### config.mk
export PLATFORM = sky130hd
export DESIGN_NAME = isda_core
export DESIGN_NICKNAME = d
export VERILOG_FILES = /design/src/core/isda_pkg.sv /design/src/core/isda_core.sv /design/src/core/isda_line_mon.sv
export SDC_FILE = /design/constraint.sdc
export NUM_CORES = 1
export LEC_CHECK = 0
export BUFFER_PORTS_ARGS = -buffer_cell sky130_fd_sc_hd__buf_2
export CORE_ASPECT_RATIO = 0.7
export CORE_MARGIN = 4
export CORE_UTILIZATION = 60
export DETAILED_ROUTE_END_ITERATION = 10
export PLACE_DENSITY = 0.83
export SLEW_MARGIN = 20
export SYNTH_ARGS = -nofsm -noshare
export SYNTH_HDL_FRONTEND = slang
export SYNTH_HIERARCHICAL = 1
export SYNTH_SLANG_ARGS = --single-unit
### constraint.sdc
create_clock -name ref_clk_i -period 2.95 [get_ports ref_clk_i]
set_input_delay 0.4425 -clock ref_clk_i [delete_from_list [all_inputs] [get_ports ref_clk_i]]
set_output_delay 0.4425 -clock ref_clk_i [all_outputs]
set_load 0.05 [all_outputs]
### src/core/isda_pkg.sv
// Package of shared constants and types for the serial status, data and address block
package isda_pkg;

  // ----------------------------------------------------------------
  // Register offsets on the special function register port
  // ----------------------------------------------------------------
  localparam logic [7:0] LINK_STATUS_OFS = 8'hdd;
  localparam logic [7:0] DATA_SHIFT_OFS = 8'hde;
  localparam logic [7:0] OWN_ADDR_OFS = 8'hdf;

  // ----------------------------------------------------------------
  // Reset values and field positions
  // ----------------------------------------------------------------
  localparam logic [7:0] LINK_STATUS_RST = 8'h00;
  localparam logic [7:0] DATA_SHIFT_RST = 8'h00;
  localparam logic [7:0] OWN_ADDR_RST = 8'h00;
  localparam logic [7:0] READ_UNMAPPED = 8'h00;
  localparam int unsigned INTR_BIT = 5;
  localparam int unsigned ADDR_MSB = 7;
  localparam int unsigned ADDR_LSB = 1;

  // ----------------------------------------------------------------
  // Byte framing counts
  // ----------------------------------------------------------------
  localparam logic [3:0] LAST_DATA_BIT = 4'h7;
  localparam logic [3:0] ACK_BIT = 4'h8;
  localparam logic [3:0] BYTE_DONE = 4'h9;

  // ----------------------------------------------------------------
  // Carriers
  // ----------------------------------------------------------------
  typedef struct packed {
    logic [7:0] addr;
    logic wr;
    logic rd;
    logic [7:0] wdata;
  } isda_sfr_req_t;

  // Bit order matches the status register, bit 7 first
  typedef struct packed {
    logic gen_call;
    logic stop_seen;
    logic intr;
    logic tx_mode;
    logic bus_in_use_flag;
    logic arbitration_lost_flag;
    logic nack_seen_flag;
    logic slave_role_flag;
  } isda_status_t;

  typedef struct packed {
    logic scl;
    logic sda;
    logic scl_rise;
    logic scl_fall;
    logic start;
    logic stop;
  } isda_line_ev_t;

  typedef enum logic [2:0] {
    ST_IDLE,
    ST_SLAVE,
    ST_WAIT,
    ST_M_START,
    ST_M_BIT,
    ST_M_STOP
  } isda_fsm_t;

endpackage

### src/core/isda_core.sv
// Serial engine status flags, data shift register, bus wait and own-address match
`timescale 1ns/1ps
module isda_core (
  input wire logic ref_clk_i,
  input wire logic rst_n_i,
  input isda_pkg::isda_sfr_req_t sfr_req_i,
  output logic [7:0] sfr_rdata_o,
  input wire logic scl_i,
  input wire logic sda_i,
  output logic scl_o,
  output logic scl_oe_o,
  output logic sda_o,
  output logic sda_oe_o,
  input wire logic start_request_i,
  input wire logic stop_request_bit_i,
  input wire logic ack_enable_i,
  input wire logic scl_tick_i,
  output logic intr_o,
  output logic tx_mode_o,
  output logic addr_match_set_o,
  output logic stop_done_o
);

  // ----------------------------------------------------------------
  // State
  // ----------------------------------------------------------------
  typedef struct packed {
    isda_pkg::isda_fsm_t fsm;
    isda_pkg::isda_status_t stat;
    logic [7:0] data;
    logic [7:0] adr;
    logic [3:0] bitcnt;
    logic master;
    logic mhigh;
    logic selected;
    logic first;
    logic [7:0] rdata;
    logic scl_oe;
    logic sda_oe;
    logic addr_match;
    logic stop_done;
  } isda_core_state_t;

  isda_core_state_t st_reg;
  isda_core_state_t st_next;
  isda_pkg::isda_line_ev_t ev;

  isda_line_mon u_line_mon (
    .ref_clk_i(ref_clk_i),
    .rst_n_i(rst_n_i),
    .scl_i(scl_i),
    .sda_i(sda_i),
    .ev_o(ev)
  );

  // ----------------------------------------------------------------
  // Next state
  // ----------------------------------------------------------------
  always_comb
  begin
    logic [7:0] sh;
    logic [3:0] cnt;
    logic wr_status;
    logic wr_data;
    logic rd_data;
    sh = {st_reg.data[6:0], ev.sda};
    cnt = st_reg.bitcnt + 4'h1;
    wr_status = sfr_req_i.wr && (sfr_req_i.addr == isda_pkg::LINK_STATUS_OFS);
    wr_data = sfr_req_i.wr && (sfr_req_i.addr == isda_pkg::DATA_SHIFT_OFS);
    rd_data = sfr_req_i.rd && (sfr_req_i.addr == isda_pkg::DATA_SHIFT_OFS);
    st_next = st_reg;
    st_next.addr_match = 1'b0;
    st_next.stop_done = 1'b0;

    // Only the interrupt flag takes a write; engine sets below win
    if (wr_status)
    begin
      st_next.stat.intr = sfr_req_i.wdata[isda_pkg::INTR_BIT];
    end
    if (sfr_req_i.wr && (sfr_req_i.addr == isda_pkg::OWN_ADDR_OFS))
    begin
      st_next.adr = {sfr_req_i.wdata[7:1], 1'b0};
    end
    // Software may overwrite the shifter at any time; it is its job not to
    if (wr_data)
    begin
      st_next.data = sfr_req_i.wdata;
    end

    // ----------------------------------------------------------------
    // Bus conditions seen by every role
    // ----------------------------------------------------------------
    if (ev.start)
    begin
      st_next.stat.bus_in_use_flag = 1'b1;
      st_next.stat.stop_seen = 1'b0;
      st_next.stat.gen_call = 1'b0;
    end
    if (ev.stop)
    begin
      st_next.stat.bus_in_use_flag = 1'b0;
      st_next.stat.stop_seen = 1'b1;
      st_next.stat.gen_call = 1'b0;
    end

    unique case (st_reg.fsm)
      isda_pkg::ST_IDLE:
      begin
        if (start_request_i && !st_reg.stat.bus_in_use_flag)
        begin
          // Address byte must already sit in the shifter
          st_next.fsm = isda_pkg::ST_M_START;
          st_next.master = 1'b1;
          st_next.sda_oe = 1'b1;
          st_next.stat.slave_role_flag = 1'b0;
          st_next.stat.arbitration_lost_flag = 1'b0;
        end
      end

      isda_pkg::ST_SLAVE:
      begin
        if (ev.scl_fall)
        begin
          if (st_reg.bitcnt < isda_pkg::ACK_BIT)
          begin
            st_next.sda_oe = st_reg.stat.tx_mode & ~st_reg.data[7];
          end
          else if (st_reg.bitcnt == isda_pkg::ACK_BIT)
          begin
            st_next.sda_oe = (st_reg.first | ~st_reg.stat.tx_mode) & ack_enable_i;
          end
          else
          begin
            st_next.sda_oe = 1'b0;
            st_next.scl_oe = 1'b1;
            st_next.stat.intr = 1'b1;
            st_next.first = 1'b0;
            st_next.fsm = isda_pkg::ST_WAIT;
          end
        end
        if (ev.scl_rise)
        begin
          st_next.bitcnt = cnt;
          if (st_reg.bitcnt < isda_pkg::ACK_BIT)
          begin
            st_next.data = sh;
            if (st_reg.first && st_reg.bitcnt == isda_pkg::LAST_DATA_BIT)
            begin
              // Address byte complete: compare own address
              if (ack_enable_i && sh[7:1] == st_reg.adr[7:1])
              begin
                st_next.selected = 1'b1;
                st_next.addr_match = 1'b1;
                st_next.stat.intr = 1'b1;
                st_next.stat.tx_mode = sh[0];
              end
              else if (ack_enable_i && sh == 8'h00)
              begin
                st_next.selected = 1'b1;
                st_next.stat.gen_call = 1'b1;
                st_next.stat.intr = 1'b1;
                st_next.stat.tx_mode = 1'b0;
              end
              else
              begin
                st_next.fsm = isda_pkg::ST_IDLE;
              end
            end
          end
          else if (st_reg.bitcnt == isda_pkg::ACK_BIT && st_reg.stat.tx_mode && !st_reg.first)
          begin
            st_next.stat.nack_seen_flag = ev.sda;
          end
        end
      end

      isda_pkg::ST_WAIT:
      begin
        if (st_reg.master && stop_request_bit_i)
        begin
          // Stop is only ever issued on request
          st_next.fsm = isda_pkg::ST_M_STOP;
          st_next.sda_oe = 1'b1;
        end
        else if ((st_reg.stat.tx_mode && wr_data) || (!st_reg.stat.tx_mode && rd_data))
        begin
          st_next.bitcnt = 4'h0;
          st_next.sda_oe = st_reg.stat.tx_mode & ~sfr_req_i.wdata[7];
          if (st_reg.master)
          begin
            // The master drops its hold at the next bit-rate tick
            st_next.fsm = isda_pkg::ST_M_BIT;
            st_next.mhigh = 1'b0;
          end
          else
          begin
            st_next.scl_oe = 1'b0;
            st_next.fsm = isda_pkg::ST_SLAVE;
          end
        end
      end

      isda_pkg::ST_M_START:
      begin
        if (scl_tick_i)
        begin
          st_next.scl_oe = 1'b1;
          st_next.stat.tx_mode = 1'b1;
          st_next.first = 1'b1;
          st_next.bitcnt = 4'h0;
          st_next.mhigh = 1'b0;
          st_next.sda_oe = ~st_reg.data[7];
          st_next.fsm = isda_pkg::ST_M_BIT;
        end
      end

      isda_pkg::ST_M_BIT:
      begin
        if (scl_tick_i && !st_reg.mhigh)
        begin
          st_next.scl_oe = 1'b0;
          st_next.mhigh = 1'b1;
        end
        else if (scl_tick_i && ev.scl)
        begin
          // A low line where we released it means another master won
          if (st_reg.stat.tx_mode && st_reg.bitcnt < isda_pkg::ACK_BIT
              && !st_reg.sda_oe && !ev.sda)
          begin
            st_next.stat.arbitration_lost_flag = 1'b1;
            st_next.stat.intr = 1'b1;
            st_next.master = 1'b0;
            st_next.scl_oe = 1'b0;
            st_next.sda_oe = 1'b0;
            st_next.fsm = isda_pkg::ST_IDLE;
          end
          else
          begin
            st_next.scl_oe = 1'b1;
            st_next.mhigh = 1'b0;
            st_next.bitcnt = cnt;
            if (st_reg.bitcnt < isda_pkg::ACK_BIT)
            begin
              st_next.data = sh;
            end
            else if (st_reg.stat.tx_mode)
            begin
              st_next.stat.nack_seen_flag = ev.sda;
            end
            if (cnt < isda_pkg::ACK_BIT)
            begin
              st_next.sda_oe = st_reg.stat.tx_mode & ~sh[7];
            end
            else if (cnt == isda_pkg::ACK_BIT)
            begin
              st_next.sda_oe = ~st_reg.stat.tx_mode & ack_enable_i;
            end
            else
            begin
              // Hold the clock low with the flag raised; a nack just waits
              st_next.sda_oe = 1'b0;
              st_next.stat.intr = 1'b1;
              st_next.fsm = isda_pkg::ST_WAIT;
              st_next.first = 1'b0;
              if (st_reg.first)
              begin
                st_next.stat.tx_mode = ~st_reg.data[0];
              end
            end
          end
        end
      end

      isda_pkg::ST_M_STOP:
      begin
        if (scl_tick_i && st_reg.scl_oe)
        begin
          st_next.scl_oe = 1'b0;
        end
        else if (scl_tick_i && ev.scl)
        begin
          st_next.sda_oe = 1'b0;
          st_next.master = 1'b0;
          st_next.stop_done = 1'b1;
          st_next.fsm = isda_pkg::ST_IDLE;
        end
      end
    endcase

    // ----------------------------------------------------------------
    // Start and stop override any slave activity
    // ----------------------------------------------------------------
    if (!st_reg.master && ev.start)
    begin
      // Own address is consulted only in this role
      st_next.fsm = isda_pkg::ST_SLAVE;
      st_next.stat.slave_role_flag = 1'b1;
      st_next.stat.tx_mode = 1'b0;
      st_next.bitcnt = 4'h0;
      st_next.first = 1'b1;
      st_next.selected = 1'b0;
      st_next.scl_oe = 1'b0;
      st_next.sda_oe = 1'b0;
    end
    else if (!st_reg.master && ev.stop)
    begin
      if (st_reg.selected)
      begin
        st_next.stat.intr = 1'b1;
      end
      st_next.fsm = isda_pkg::ST_IDLE;
      st_next.stat.slave_role_flag = 1'b0;
      st_next.selected = 1'b0;
      st_next.scl_oe = 1'b0;
      st_next.sda_oe = 1'b0;
    end

    // ----------------------------------------------------------------
    // Read data, one cycle after the strobe
    // ----------------------------------------------------------------
    unique case (sfr_req_i.addr)
      isda_pkg::LINK_STATUS_OFS: st_next.rdata = st_reg.stat;
      isda_pkg::DATA_SHIFT_OFS: st_next.rdata = st_reg.data;
      isda_pkg::OWN_ADDR_OFS: st_next.rdata = st_reg.adr;
      default: st_next.rdata = isda_pkg::READ_UNMAPPED;
    endcase
  end

  always_ff @(posedge ref_clk_i)
  begin
    if (!rst_n_i)
    begin
      st_reg <= '0;
      st_reg.fsm <= isda_pkg::ST_IDLE;
      st_reg.stat <= isda_pkg::LINK_STATUS_RST;
      st_reg.data <= isda_pkg::DATA_SHIFT_RST;
      st_reg.adr <= isda_pkg::OWN_ADDR_RST;
    end
    else
    begin
      st_reg <= st_next;
    end
  end

  // ----------------------------------------------------------------
  // Outputs
  // ----------------------------------------------------------------
  // Open-drain lines only ever drive low
  assign scl_o = 1'b0;
  assign sda_o = 1'b0;
  assign scl_oe_o = st_reg.scl_oe;
  assign sda_oe_o = st_reg.sda_oe;
  assign sfr_rdata_o = st_reg.rdata;
  assign intr_o = st_reg.stat.intr;
  assign tx_mode_o = st_reg.stat.tx_mode;
  assign addr_match_set_o = st_reg.addr_match;
  assign stop_done_o = st_reg.stop_done;

endmodule

### src/core/isda_line_mon.sv
// Bus line monitor: edges of the clock line and start and stop conditions
`timescale 1ns/1ps
module isda_line_mon (
  input wire logic ref_clk_i,
  input wire logic rst_n_i,
  input wire logic scl_i,
  input wire logic sda_i,
  output isda_pkg::isda_line_ev_t ev_o
);

  // ----------------------------------------------------------------
  // State
  // ----------------------------------------------------------------
  typedef struct packed {
    logic scl_prev;
    logic sda_prev;
    isda_pkg::isda_line_ev_t ev;
  } isda_mon_state_t;

  isda_mon_state_t mon_reg;
  isda_mon_state_t mon_next;

  always_comb
  begin
    mon_next = mon_reg;
    mon_next.scl_prev = scl_i;
    mon_next.sda_prev = sda_i;
    mon_next.ev.scl = scl_i;
    mon_next.ev.sda = sda_i;
    mon_next.ev.scl_rise = scl_i & ~mon_reg.scl_prev;
    mon_next.ev.scl_fall = ~scl_i & mon_reg.scl_prev;
    // Data edges while the clock stays high frame a transfer
    mon_next.ev.start = scl_i & mon_reg.scl_prev & mon_reg.sda_prev & ~sda_i;
    mon_next.ev.stop = scl_i & mon_reg.scl_prev & ~mon_reg.sda_prev & sda_i;
  end

  always_ff @(posedge ref_clk_i)
  begin
    if (!rst_n_i)
    begin
      // Idle bus lines are high
      mon_reg <= '{scl_prev: 1'b1, sda_prev: 1'b1, ev: '{scl: 1'b1, sda: 1'b1, default: 1'b0}};
    end
    else
    begin
      mon_reg <= mon_next;
    end
  end

  assign ev_o = mon_reg.ev;

endmodule

==> key figures, run 1 <==
Outcome
  • Status: completed

Synthesis
  • EDFF count, synth: 0
  • Yosys warns: 6
  • Largest area contributor in the netlist: dfxtp_1
  • Synthesized area per cell: 8.433 µm²
  • Main flop type after synthesis: dfxtp_1
  • Synth Cell Area: 3019 µm²
  • Post-synthesis sequential area ratio: 34.48%
  • Yosys cell types: 68
  • Share of flip-flops with an asynchronous set or reset: 0%
  • Top post-synthesis cells by area: dfxtp_1, nor2_1, mux2i_1
  • Yosys top cell area share: 34.48%
  • Cells after synthesis: 358
  • Register bit count reported by yosys: 52

Timing
  • Worst-margin pin slew: 926.0 ps
  • Setup-failing EPs final: 0
  • Final setup TNS: 0 ps
  • Fmax: 436.7 MHz
  • Clock skew: 12.12 ps
  • Min cycle time layout: 2290 ps
  • Period utilisation layout: 77.62%
  • Relative slew margins: 37.62%
  • Final Hold Viols: 0
  • RSZ-0062 raised after global routing: false
  • Final worst setup slack: 660.4 ps
  • Fin. max-slew vios: 0

Layout
  • Largest register FFs: 32
  • Layout cells sized above 1: 20.83%
  • Post-layout net count: 412
  • Commonest non-fill, non-tap cell in the layout: nor2_1
  • Layout Utilization: 67.65%
  • Diode count: 0
  • Register area: 1041 µm²
  • Most frequent cells in the layout: nor2_1, dfxtp_1, buf_2
  • Area taken by multi-input logic gates: 1784 µm²
  • Area growth syn-to-layout: 8.330%
  • Final-layout fill cell count: 399

Setup path
  • FF-to-FF End: st_reg[19]$_SDFFE_PP0P_
  • Startpoint types: register
  • CP endpoint kind: register
  • Worst R2R Start: st_reg[44]$_SDFFE_PN0P_
  • CP arrival: 2530 ps
  • Worst Setup SP: st_reg[44]$_SDFFE_PN0P_
  • Critical path required time: 3190 ps
  • Worst R2R Path Depth: 6
  • Setup slack, reg-to-reg: 660 ps
  • Crit path kind: register to register
  • Worst-path maximum fanout: 16

Pwr
  • Peak VDD IR: 322.4 µV
  • PwrDens: 622.0 nW/µm²
  • Total power: 2.034 mW
  • Leakage: 1.261 nW

Route
  • Final wirelength: 7.823 mm
  • Post-DR wirelength/cell: 17.27 µm
  • Post-route ant nets: 0
  • Via-to-Cell Ratio: 6.146
  • Vias: 2784
  • TritonRoute pass-1 iters: 5
  • Drt drc: 0
  • Drt initial violations: 356

GRT
  • Largest net degree at the start of global routing: 28
  • Initial antenna violation count: 0
  • First-pass GRT wire length: 12.54 mm
  • Overall fraction of global-route tracks in use: 26.30%
  • GRT Residual Overflow: 0
  • Vias in the first global route: 2405

Clock network
  • Setup repair bufs after CTS: 0
  • Root Buffer: clkbuf_8
  • TritonCTS clock tree: built
  • Hold-fix buffers, CTS: 0
  • Max clock buf depth: 2
  • Htree depth: 2
  • Total CTS buffers: 5
  • Post-cts resize count: 0
  • Reg clk slew, reported paths: 100 ps
  • CTS Sinks: 52
  • Latest clock arrival within the worst-skew pair: 320 ps

Min path
  • Worst Hold Depth: 2
  • Worst Min Path Start: sda_i
  • Min-delay worst type: input pin to register
  • WHS Endpoint: u_line_mon/ev_o[1]$_SDFF_PN0_

Floorplan
  • Placeable core region: 4835 µm²
  • Die X: 92.79 µm
  • IO Count: 42
  • Die Area: 6249 µm²
  • Initial Util: 62.45%
  • Die height: 67.35 µm
  • FP Rows: 21

Placed design
  • GPL Wtd Cong: 1.032
  • Port buffer count: 39
  • Detailed Place HPWL: 6.012 mm
  • Worst slack, placed: 541.7 ps

Job
  • Max Cap Viol: 0
-- worst max path at each step --
stage | end | slack [ps]
2_1_floorplan | st_reg[19]$_SDFFE_PP0P_ | 660
3_3_place_gp | st_reg[19]$_SDFFE_PP0P_ | 580
3_5_place_dp | st_reg[19]$_SDFFE_PP0P_ | 540
4_1_cts | st_reg[19]$_SDFFE_PP0P_ | 670
5_1_grt | st_reg[35]$_SDFF_PN0_ | 530
6_report | st_reg[19]$_SDFFE_PP0P_ | 660
-- layer usage --
layer | vias up | GRT usage (%) | part of all wire, %
met4 | 0 | 6.947 | 1.0
met3 | 8 | 8.909 | 14
met2 | 192 | 33.36 | 38
li1 | 1311 | - | -
met1 | 1273 | 40.96 | 47
met5 | - | 0 | 0
-- synthesized netlist by cell type, types with 3 or more instances --
| master | n |
|---|---|
| nor2_1 | 58 |
| dfxtp_1 | 52 |
| mux2i_1 | 20 |
| a21oi_1 | 19 |
| nand2_1 | 18 |
| o21ai_0 | 17 |
| mux2_2 | 14 |
| a22oi_1 | 11 |
| clkbuf_1 | 11 |
| nand2b_1 | 11 |
| buf_4 | 10 |
| inv_1 | 9 |
| xnor2_1 | 9 |
| nor3_1 | 8 |
| nand3_1 | 7 |
| a31oi_1 | 4 |
| and2_1 | 4 |
| and3_1 | 4 |
| nor2b_1 | 4 |
| buf_6 | 3 |
| ha_1 | 3 |
| nand4_1 | 3 |
| nand4b_1 | 3 |
| or3_1 | 3 |
-- stage by stage --
| step | hold slack, ps | instances | area (µm²) |
|---|---|---|---|
| floorplan | 435.7 | 359 | 3023 |
| global placement | 463.4 | 445 | 3174 |
| detailed placement | 473.7 | 445 | 3174 |
| CTS | 293.1 | 453 | 3271 |
| global route | 277.1 | 453 | 3271 |
| finish | 299.0 | 453 | 3271 |
-- critical path, stage by stage, from the launching register on --
cell	delay, ps
dfxtp_1	520
nor3b_4	440
and2_4	240
a21oi_2	50
a211o_1	380
or4_1	420
a31oi_1	160
-- kinds of logic (layout without fill, tap and decap cells) --
group | after synthesis | after routing | share of synthesized area (%)
and+or+nand+nor | 148 | 148 | 26.94
AOI/OAI and AO/OA | 75 | 75 | 16.20
DFF | 52 | 52 | 34.48
buffers and inverters | 36 | 61 | 6.547
muxes | 34 | 34 | 11.85
xor gates and xnor gates | 9 | 9 | 2.611
adders and majority gates | 3 | 3 | 1.243
other | 1 | 2 | 0.1242
-- power by group --
group / switching (mW) / total, mW / internal [mW]
logic: 0.441 / 0.724 / 0.283
registers: 0.120 / 0.875 / 0.755
clock network: 0.261 / 0.436 / 0.175
total: 0.822 / 2.03 / 1.21
-- area by class of cell --
class | count | share of cell area [%]
Multi-Input combinational cell | 271 | 54.55
Sequential cell | 52 | 31.83
Timing Repair Buffer | 43 | 6.886
Tap cell | 69 | 2.640
Clock buffer | 5 | 2.104
Inverter | 10 | 1.148
Clock inverter | 3 | 0.8416
Note: power is estimated with default switching activity, not from simulation.
==> run 2, diff against run 1 <==
Settings changed: CORE_UTILIZATION 60 to 52, PLACE_DENSITY 0.83 to 0.76.
Clock period 2.95 ns to 1.86 ns, I/O delays scaled along.
==> key figures, run 2 (synthesis gave the netlist of run 1 again) <==
Placed design
  • GPL Wtd Cong: 0.9628 (-6.7%)
  • Post-Place Cells: 496 (+11%)
  • Post-Place Cell Area: 3583 µm² (+13%)
  • Port buffer count: 39 (unchanged)
  • Detailed Place HPWL: 6.984 mm (+16%)

Route
  • Vias: 2974 (+6.8%)
  • Drt drc: 0 (unchanged)
  • Final wirelength: 9.028 mm (+15%)
  • TritonRoute pass-1 iters: 6 (+1)
  • Post-route ant nets: 0 (unchanged)
  • Post-DR wirelength/cell: 17.70 µm (+2.5%)
  • Via-to-Cell Ratio: 5.831 (-5.1%)
  • Drt initial violations: 291 (-18%)

Floorplan
  • Initial Util: 55.68% (-6.8 points)
  • Die X: 99.08 µm (+6.8%)
  • Die Area: 7109 µm² (+14%)
  • Die height: 71.75 µm (+6.5%)
  • Placeable core region: 5423 µm² (+12%)
  • FP Rows: 22 (+4.8%)
  • IO Count: 42 (unchanged)

Timing
  • Worst-margin pin slew: 668.5 ps (-257.5 ps)
  • Period utilisation layout: 101.5% (+24 points)
  • Final worst setup slack: -28.76 ps (-689.1 ps)
  • Final setup TNS: -46.15 ps (-46.15 ps)
  • Clock skew: 10.57 ps (-1.552 ps)
  • Final Hold Viols: 0 (unchanged)
  • Relative slew margins: 55.43% (+18 points)
  • Fin. max-slew vios: 0 (unchanged)
  • Fmax: 529.4 MHz (+21%)
  • Setup-failing EPs final: 2 (+2)
  • RSZ-0062 raised after global routing: true
  • Min cycle time layout: 1889 ps (-400.9 ps)

Clock network
  • CTS Sinks: 52 (unchanged)
  • Root Buffer: clkbuf_8
  • Max clock buf depth: 2 (unchanged)
  • Reg clk slew, reported paths: 110 ps (about the same)
  • Total CTS buffers: 5 (unchanged)
  • TritonCTS clock tree: built
  • Hold-fix buffers, CTS: 0 (unchanged)
  • Latest clock arrival within the worst-skew pair: 310 ps (about the same)
  • Htree depth: 2 (unchanged)

Setup path
  • Crit path kind: register to register
  • Startpoint types: register
  • Critical path required time: 2050 ps (-1140 ps)
  • Worst-path maximum fanout: 6 (-10)
  • Worst Setup SP: st_reg[19]$_SDFFE_PP0P_
  • CP arrival: 2070 ps (-460 ps)
  • Worst R2R Start: st_reg[19]$_SDFFE_PP0P_
  • CP endpoint kind: register

GRT
  • Largest net degree at the start of global routing: 28 (unchanged)
  • First-pass GRT wire length: 14.32 mm (+14%)
  • Overall fraction of global-route tracks in use: 25.33% (-0.96 points)
  • Initial antenna violation count: 0 (unchanged)
  • GRT Residual Overflow: 0 (unchanged)
  • Vias in the first global route: 2733 (+14%)

Pwr
  • Peak VDD IR: 630.0 µV (+95%)
  • Leakage: 1.573 nW (+25%)
  • PwrDens: 974.2 nW/µm² (+57%)
  • Total power: 3.709 mW (+82%)

Layout
  • Most frequent cells in the layout: nor2_1, buf_4, dfxtp_1
  • Area growth syn-to-layout: 26.11%
  • Post-Layout Cell Count: 510 (+13%)
  • Area taken by multi-input logic gates: 1858 µm² (+4.1%)
  • Final-layout fill cell count: 435 (+9.0%)
  • Commonest non-fill, non-tap cell in the layout: nor2_1
  • Fin area: 3807 µm² (+16%)
  • Layout cells sized above 1: 35.84% (+15 points)
  • Post-layout net count: 466 (+13%)
  • Largest register FFs: 32 (unchanged)
  • Register area: 1059 µm² (+1.7%)
  • Diode count: 0 (unchanged)

Job
  • Max Cap Viol: 0 (unchanged)

Outcome
  • Status: finished, violations left
  • Failing checks: setup timing

Min path
  • Worst Min Path Start: sda_i
  • Min-delay worst type: input pin to register
[run 2: routing by layer]
layer,up-vias,track usage [%],routed length (µm)
met2,155,36.16,3708
met5,-,0,0
li1,1422,-,-
met4,0,4.091,59
met1,1390,39.40,4229
met3,7,5.253,1031
[run 2: cell type report]
type / count / area share [%]
clock inverters: 3 / 0.6901
repair buffers: 97 / 17.55
flip-flops and latches: 52 / 27.80
clock buffers: 5 / 1.807
inverters: 10 / 0.9859
multi-input cells: 271 / 48.80
well taps: 72 / 2.366
[run 2: worst paths after layout]
| check | cells after the start | end | slack (ps) |
|---|---|---|---|
| worst max-delay path | 6 | st_reg[46]$_SDFFE_PP0P_ | -30 |
| worst min-delay path | 2 | u_line_mon/ev_o[1]$_SDFF_PN0_ | 150 |
| worst max register to register | 6 | st_reg[46]$_SDFFE_PP0P_ | -30 |
| worst min register to register | 2 | st_reg[17]$_SDFFE_PP0P_ | 490 |
[run 2: worst max-delay path, cell delays in order, from the launching register on]
cell	delay (ps)
dfxtp_4	390
or4b_4	570
and2_4	170
o21a_4	130
nor3_4	230
mux2i_1	220
nor2_1	60
[run 2: timing repair]
item,4_1_cts,5_1_grt
setup endpoints to repair,14,11
resized for setup,8,21
hold endpoints to repair,0,0
pin swaps,1,5
setup buffers,1,5
[run 2: stage by stage]
stage / utilization (%) / hold slack [ps] / setup slack, ps
floorplan: - / 349.7 / -107.2
global placement: 66.08 / 454.0 / -146.0
detailed placement: 66.08 / 460.4 / -209.8
CTS: 68.55 / 140.3 / -10.71
global route: 70.21 / 148.4 / -141.5
finish: 70.21 / 152.7 / -28.76
[run 2: power by group]
part,internal [mW],switching (mW),leakage (nW)
registers,1.21,0.131,0.426
logic,0.765,0.916,1.10
clock network,0.278,0.409,0.0506
==> run 3, diff against run 2 <==
Clock period 1.86 ns to 1.6 ns, I/O delays scaled along.
==> key figures, run 3 (synthesis gave the netlist of run 1 again) <==
Layout
  • Largest register FFs: 32 (unchanged)
  • Post-layout net count: 505 (+8.4%)
  • Layout cells sized above 1: 44.23% (+8.4 points)
  • Commonest non-fill, non-tap cell in the layout: buf_4
  • Most frequent cells in the layout: buf_4, nor2_1, dfxtp_1
  • Area growth syn-to-layout: 41.07%
  • Diode count: 0 (unchanged)
  • Fin area: 4259 µm² (+12%)

Floorplan
  • Placeable core region: 5423 µm² (unchanged)
  • Die X: 99.08 µm (unchanged)
  • FP Rows: 22 (unchanged)
  • Die Area: 7109 µm² (unchanged)
  • Initial Util: 55.68% (unchanged)
  • IO Count: 42 (unchanged)
  • Die height: 71.75 µm (unchanged)

GRT
  • First-pass GRT wire length: 15.38 mm (+7.4%)
  • Overall fraction of global-route tracks in use: 27.33% (+2.0 points)
  • Initial antenna violation count: 0 (unchanged)
  • Largest net degree at the start of global routing: 28 (unchanged)
  • Vias in the first global route: 3022 (+11%)
  • GRT Residual Overflow: 0 (unchanged)

Setup path
  • Crit path kind: register to register
  • CP arrival: 2180 ps (+110 ps)
  • Critical path's top delay family: simple AND/OR/NAND/NOR gates
  • CP endpoint kind: register
  • CP peak stage delay: 410 ps (-160 ps)
  • FF-to-FF End: st_reg[19]$_SDFFE_PP0P_
  • Startpoint types: register
  • Setup slack, reg-to-reg: -340 ps (-310 ps)
  • Worst-path maximum fanout: 5 (-1)
  • Critical path required time: 1840 ps (-210 ps)
  • Worst R2R Start: st_reg[44]$_SDFFE_PN0P_
  • WP buf/inv: 1 (+1)
  • Slowest CP cell: or4_1
  • Worst R2R Path Depth: 7 (+1)
  • Worst Setup SP: st_reg[44]$_SDFFE_PN0P_
  • Crit-path cells: buf_6 -> nor3b_4 -> and2_4 -> a21oi_2 -> a211o_1 -> or4_1 -> a31oi_1

Clock network
  • Latest clock arrival within the worst-skew pair: 310 ps (about the same)
  • Root Buffer: clkbuf_8
  • TritonCTS clock tree: built
  • Reg clk slew, reported paths: 100 ps (about the same)
  • Htree depth: 2 (unchanged)
  • Total CTS buffers: 5 (unchanged)
  • Hold-fix buffers, CTS: 0 (unchanged)
  • CTS Sinks: 52 (unchanged)
  • Max clock buf depth: 2 (unchanged)

Timing
  • Clock skew: 5.565 ps (-5.005 ps)
  • Period utilisation layout: 121.2% (+20 points)
  • Min cycle time layout: 1939 ps (+49.93 ps)
  • Final worst setup slack: -338.7 ps (-309.9 ps)
  • Hold WS: 109.0 ps (-43.71 ps)
  • Final Hold Viols: 0 (unchanged)
  • Fmax: 515.8 MHz (-2.6%)
  • Fin. max-slew vios: 0 (unchanged)
  • Setup-failing EPs final: 23 (+21)
  • RSZ-0062 raised after global routing: true

Placed design
  • Post-Place Cell Area: 3900 µm² (+8.8%)
  • GPL Wtd Cong: 0.9714 (+0.89%)
  • Port buffer count: 39 (unchanged)
  • Worst slack, placed: -386.9 ps (-177.1 ps)
  • Detailed Place HPWL: 7.467 mm (+6.9%)

Outcome
  • Status: finished, violations left
  • Failing checks: setup timing

Min path
  • Min-delay worst type: input pin to register
  • Worst Hold Depth: 2 (unchanged)
  • WHS Endpoint: u_line_mon/ev_o[1]$_SDFF_PN0_
  • Worst Min Path Start: sda_i

Pwr
  • PwrDens: 1137 nW/µm² (+17%)
  • Peak VDD IR: 1287 µV (+100%)
  • Leakage: 1.792 nW (+14%)
  • Total power: 4.842 mW (+31%)

Route
  • Post-route ant nets: 0 (unchanged)
  • Via-to-Cell Ratio: 5.929 (+1.7%)
  • Vias: 3255 (+9.4%)
  • Drt drc: 0 (unchanged)
  • Post-DR wirelength/cell: 18.11 µm (+2.3%)
  • Final wirelength: 9.943 mm (+10%)
  • TritonRoute pass-1 iters: 5 (-1)
  • Drt initial violations: 346 (+19%)

Job
  • Max Cap Viol: 0 (unchanged)
## run 3: changes by cell type in the layout (fill, tap and decap cells not counted), moves of 2 or more
cell      before  now
nor2_4         0    2
ha_1           3    1
nor2_1        57   52
buf_4         55   87
nor3_2         4    2
o21ai_0       13   11
nand2b_4       0    2
o21ai_1        4    6
nor2_2         2    5
buf_6          0    6
nand2b_1      11    9
## run 3: where the power goes
group / switching [mW] / internal (mW) / leakage, nW
logic: 1.24 / 1.12 / 1.31
clock network: 0.482 / 0.472 / 0.0548
registers: 0.109 / 1.41 / 0.426
## run 3: how the worst max path moves through the flow
stage / end / slack [ps] / cells after the start
6_report: st_reg[19]$_SDFFE_PP0P_ / -340 / 7
5_1_grt: st_reg[19]$_SDFFE_PP0P_ / -390 / 7
4_1_cts: st_reg[19]$_SDFFE_PP0P_ / -230 / 6
3_5_place_dp: st_reg[19]$_SDFFE_PP0P_ / -390 / 7
3_3_place_gp: st_reg[19]$_SDFFE_PP0P_ / -350 / 7
2_1_floorplan: st_reg[19]$_SDFFE_PP0P_ / -370 / 7
## run 3: per-layer routing
layer | wire (µm) | vias up | GRT usage, %
li1 | - | 1506 | -
met1 | 4379 | 1521 | 40.49
met2 | 4159 | 213 | 39.66
met3 | 1292 | 15 | 7.198
met4 | 111 | 0 | 5.909
met5 | 0 | - | 0
## run 3: timing repair
action                                  CTS  global route
gates resized for setup                  24            23
endpoints found under the setup margin   26            25
hold endpoints to repair                  0             0
pin swaps                                 7            10
setup buffers                             1             9
## run 3: layout make-up
| cell class | count | area (µm²) |
|---|---|---|
| multi-input cells | 271 | 1958 |
| fillers | 376 | 1164 |
| flip-flops and latches | 52 | 1062 |
| repair buffers | 136 | 996.0 |
| well taps | 72 | 90.09 |
| clock buffers | 5 | 68.82 |
| clock inverters | 3 | 46.29 |
| inverters | 10 | 37.54 |
## run 3: stage by stage
stage	instances	utilization [%]	setup TNS (ps)
after CTS	541	76.00	-2725
after global routing	549	78.54	-5212
after global placement	532	71.92	-4761
after detailed placement	532	71.92	-6313
after floorplan	359	-	-3185
final	549	78.54	-3900
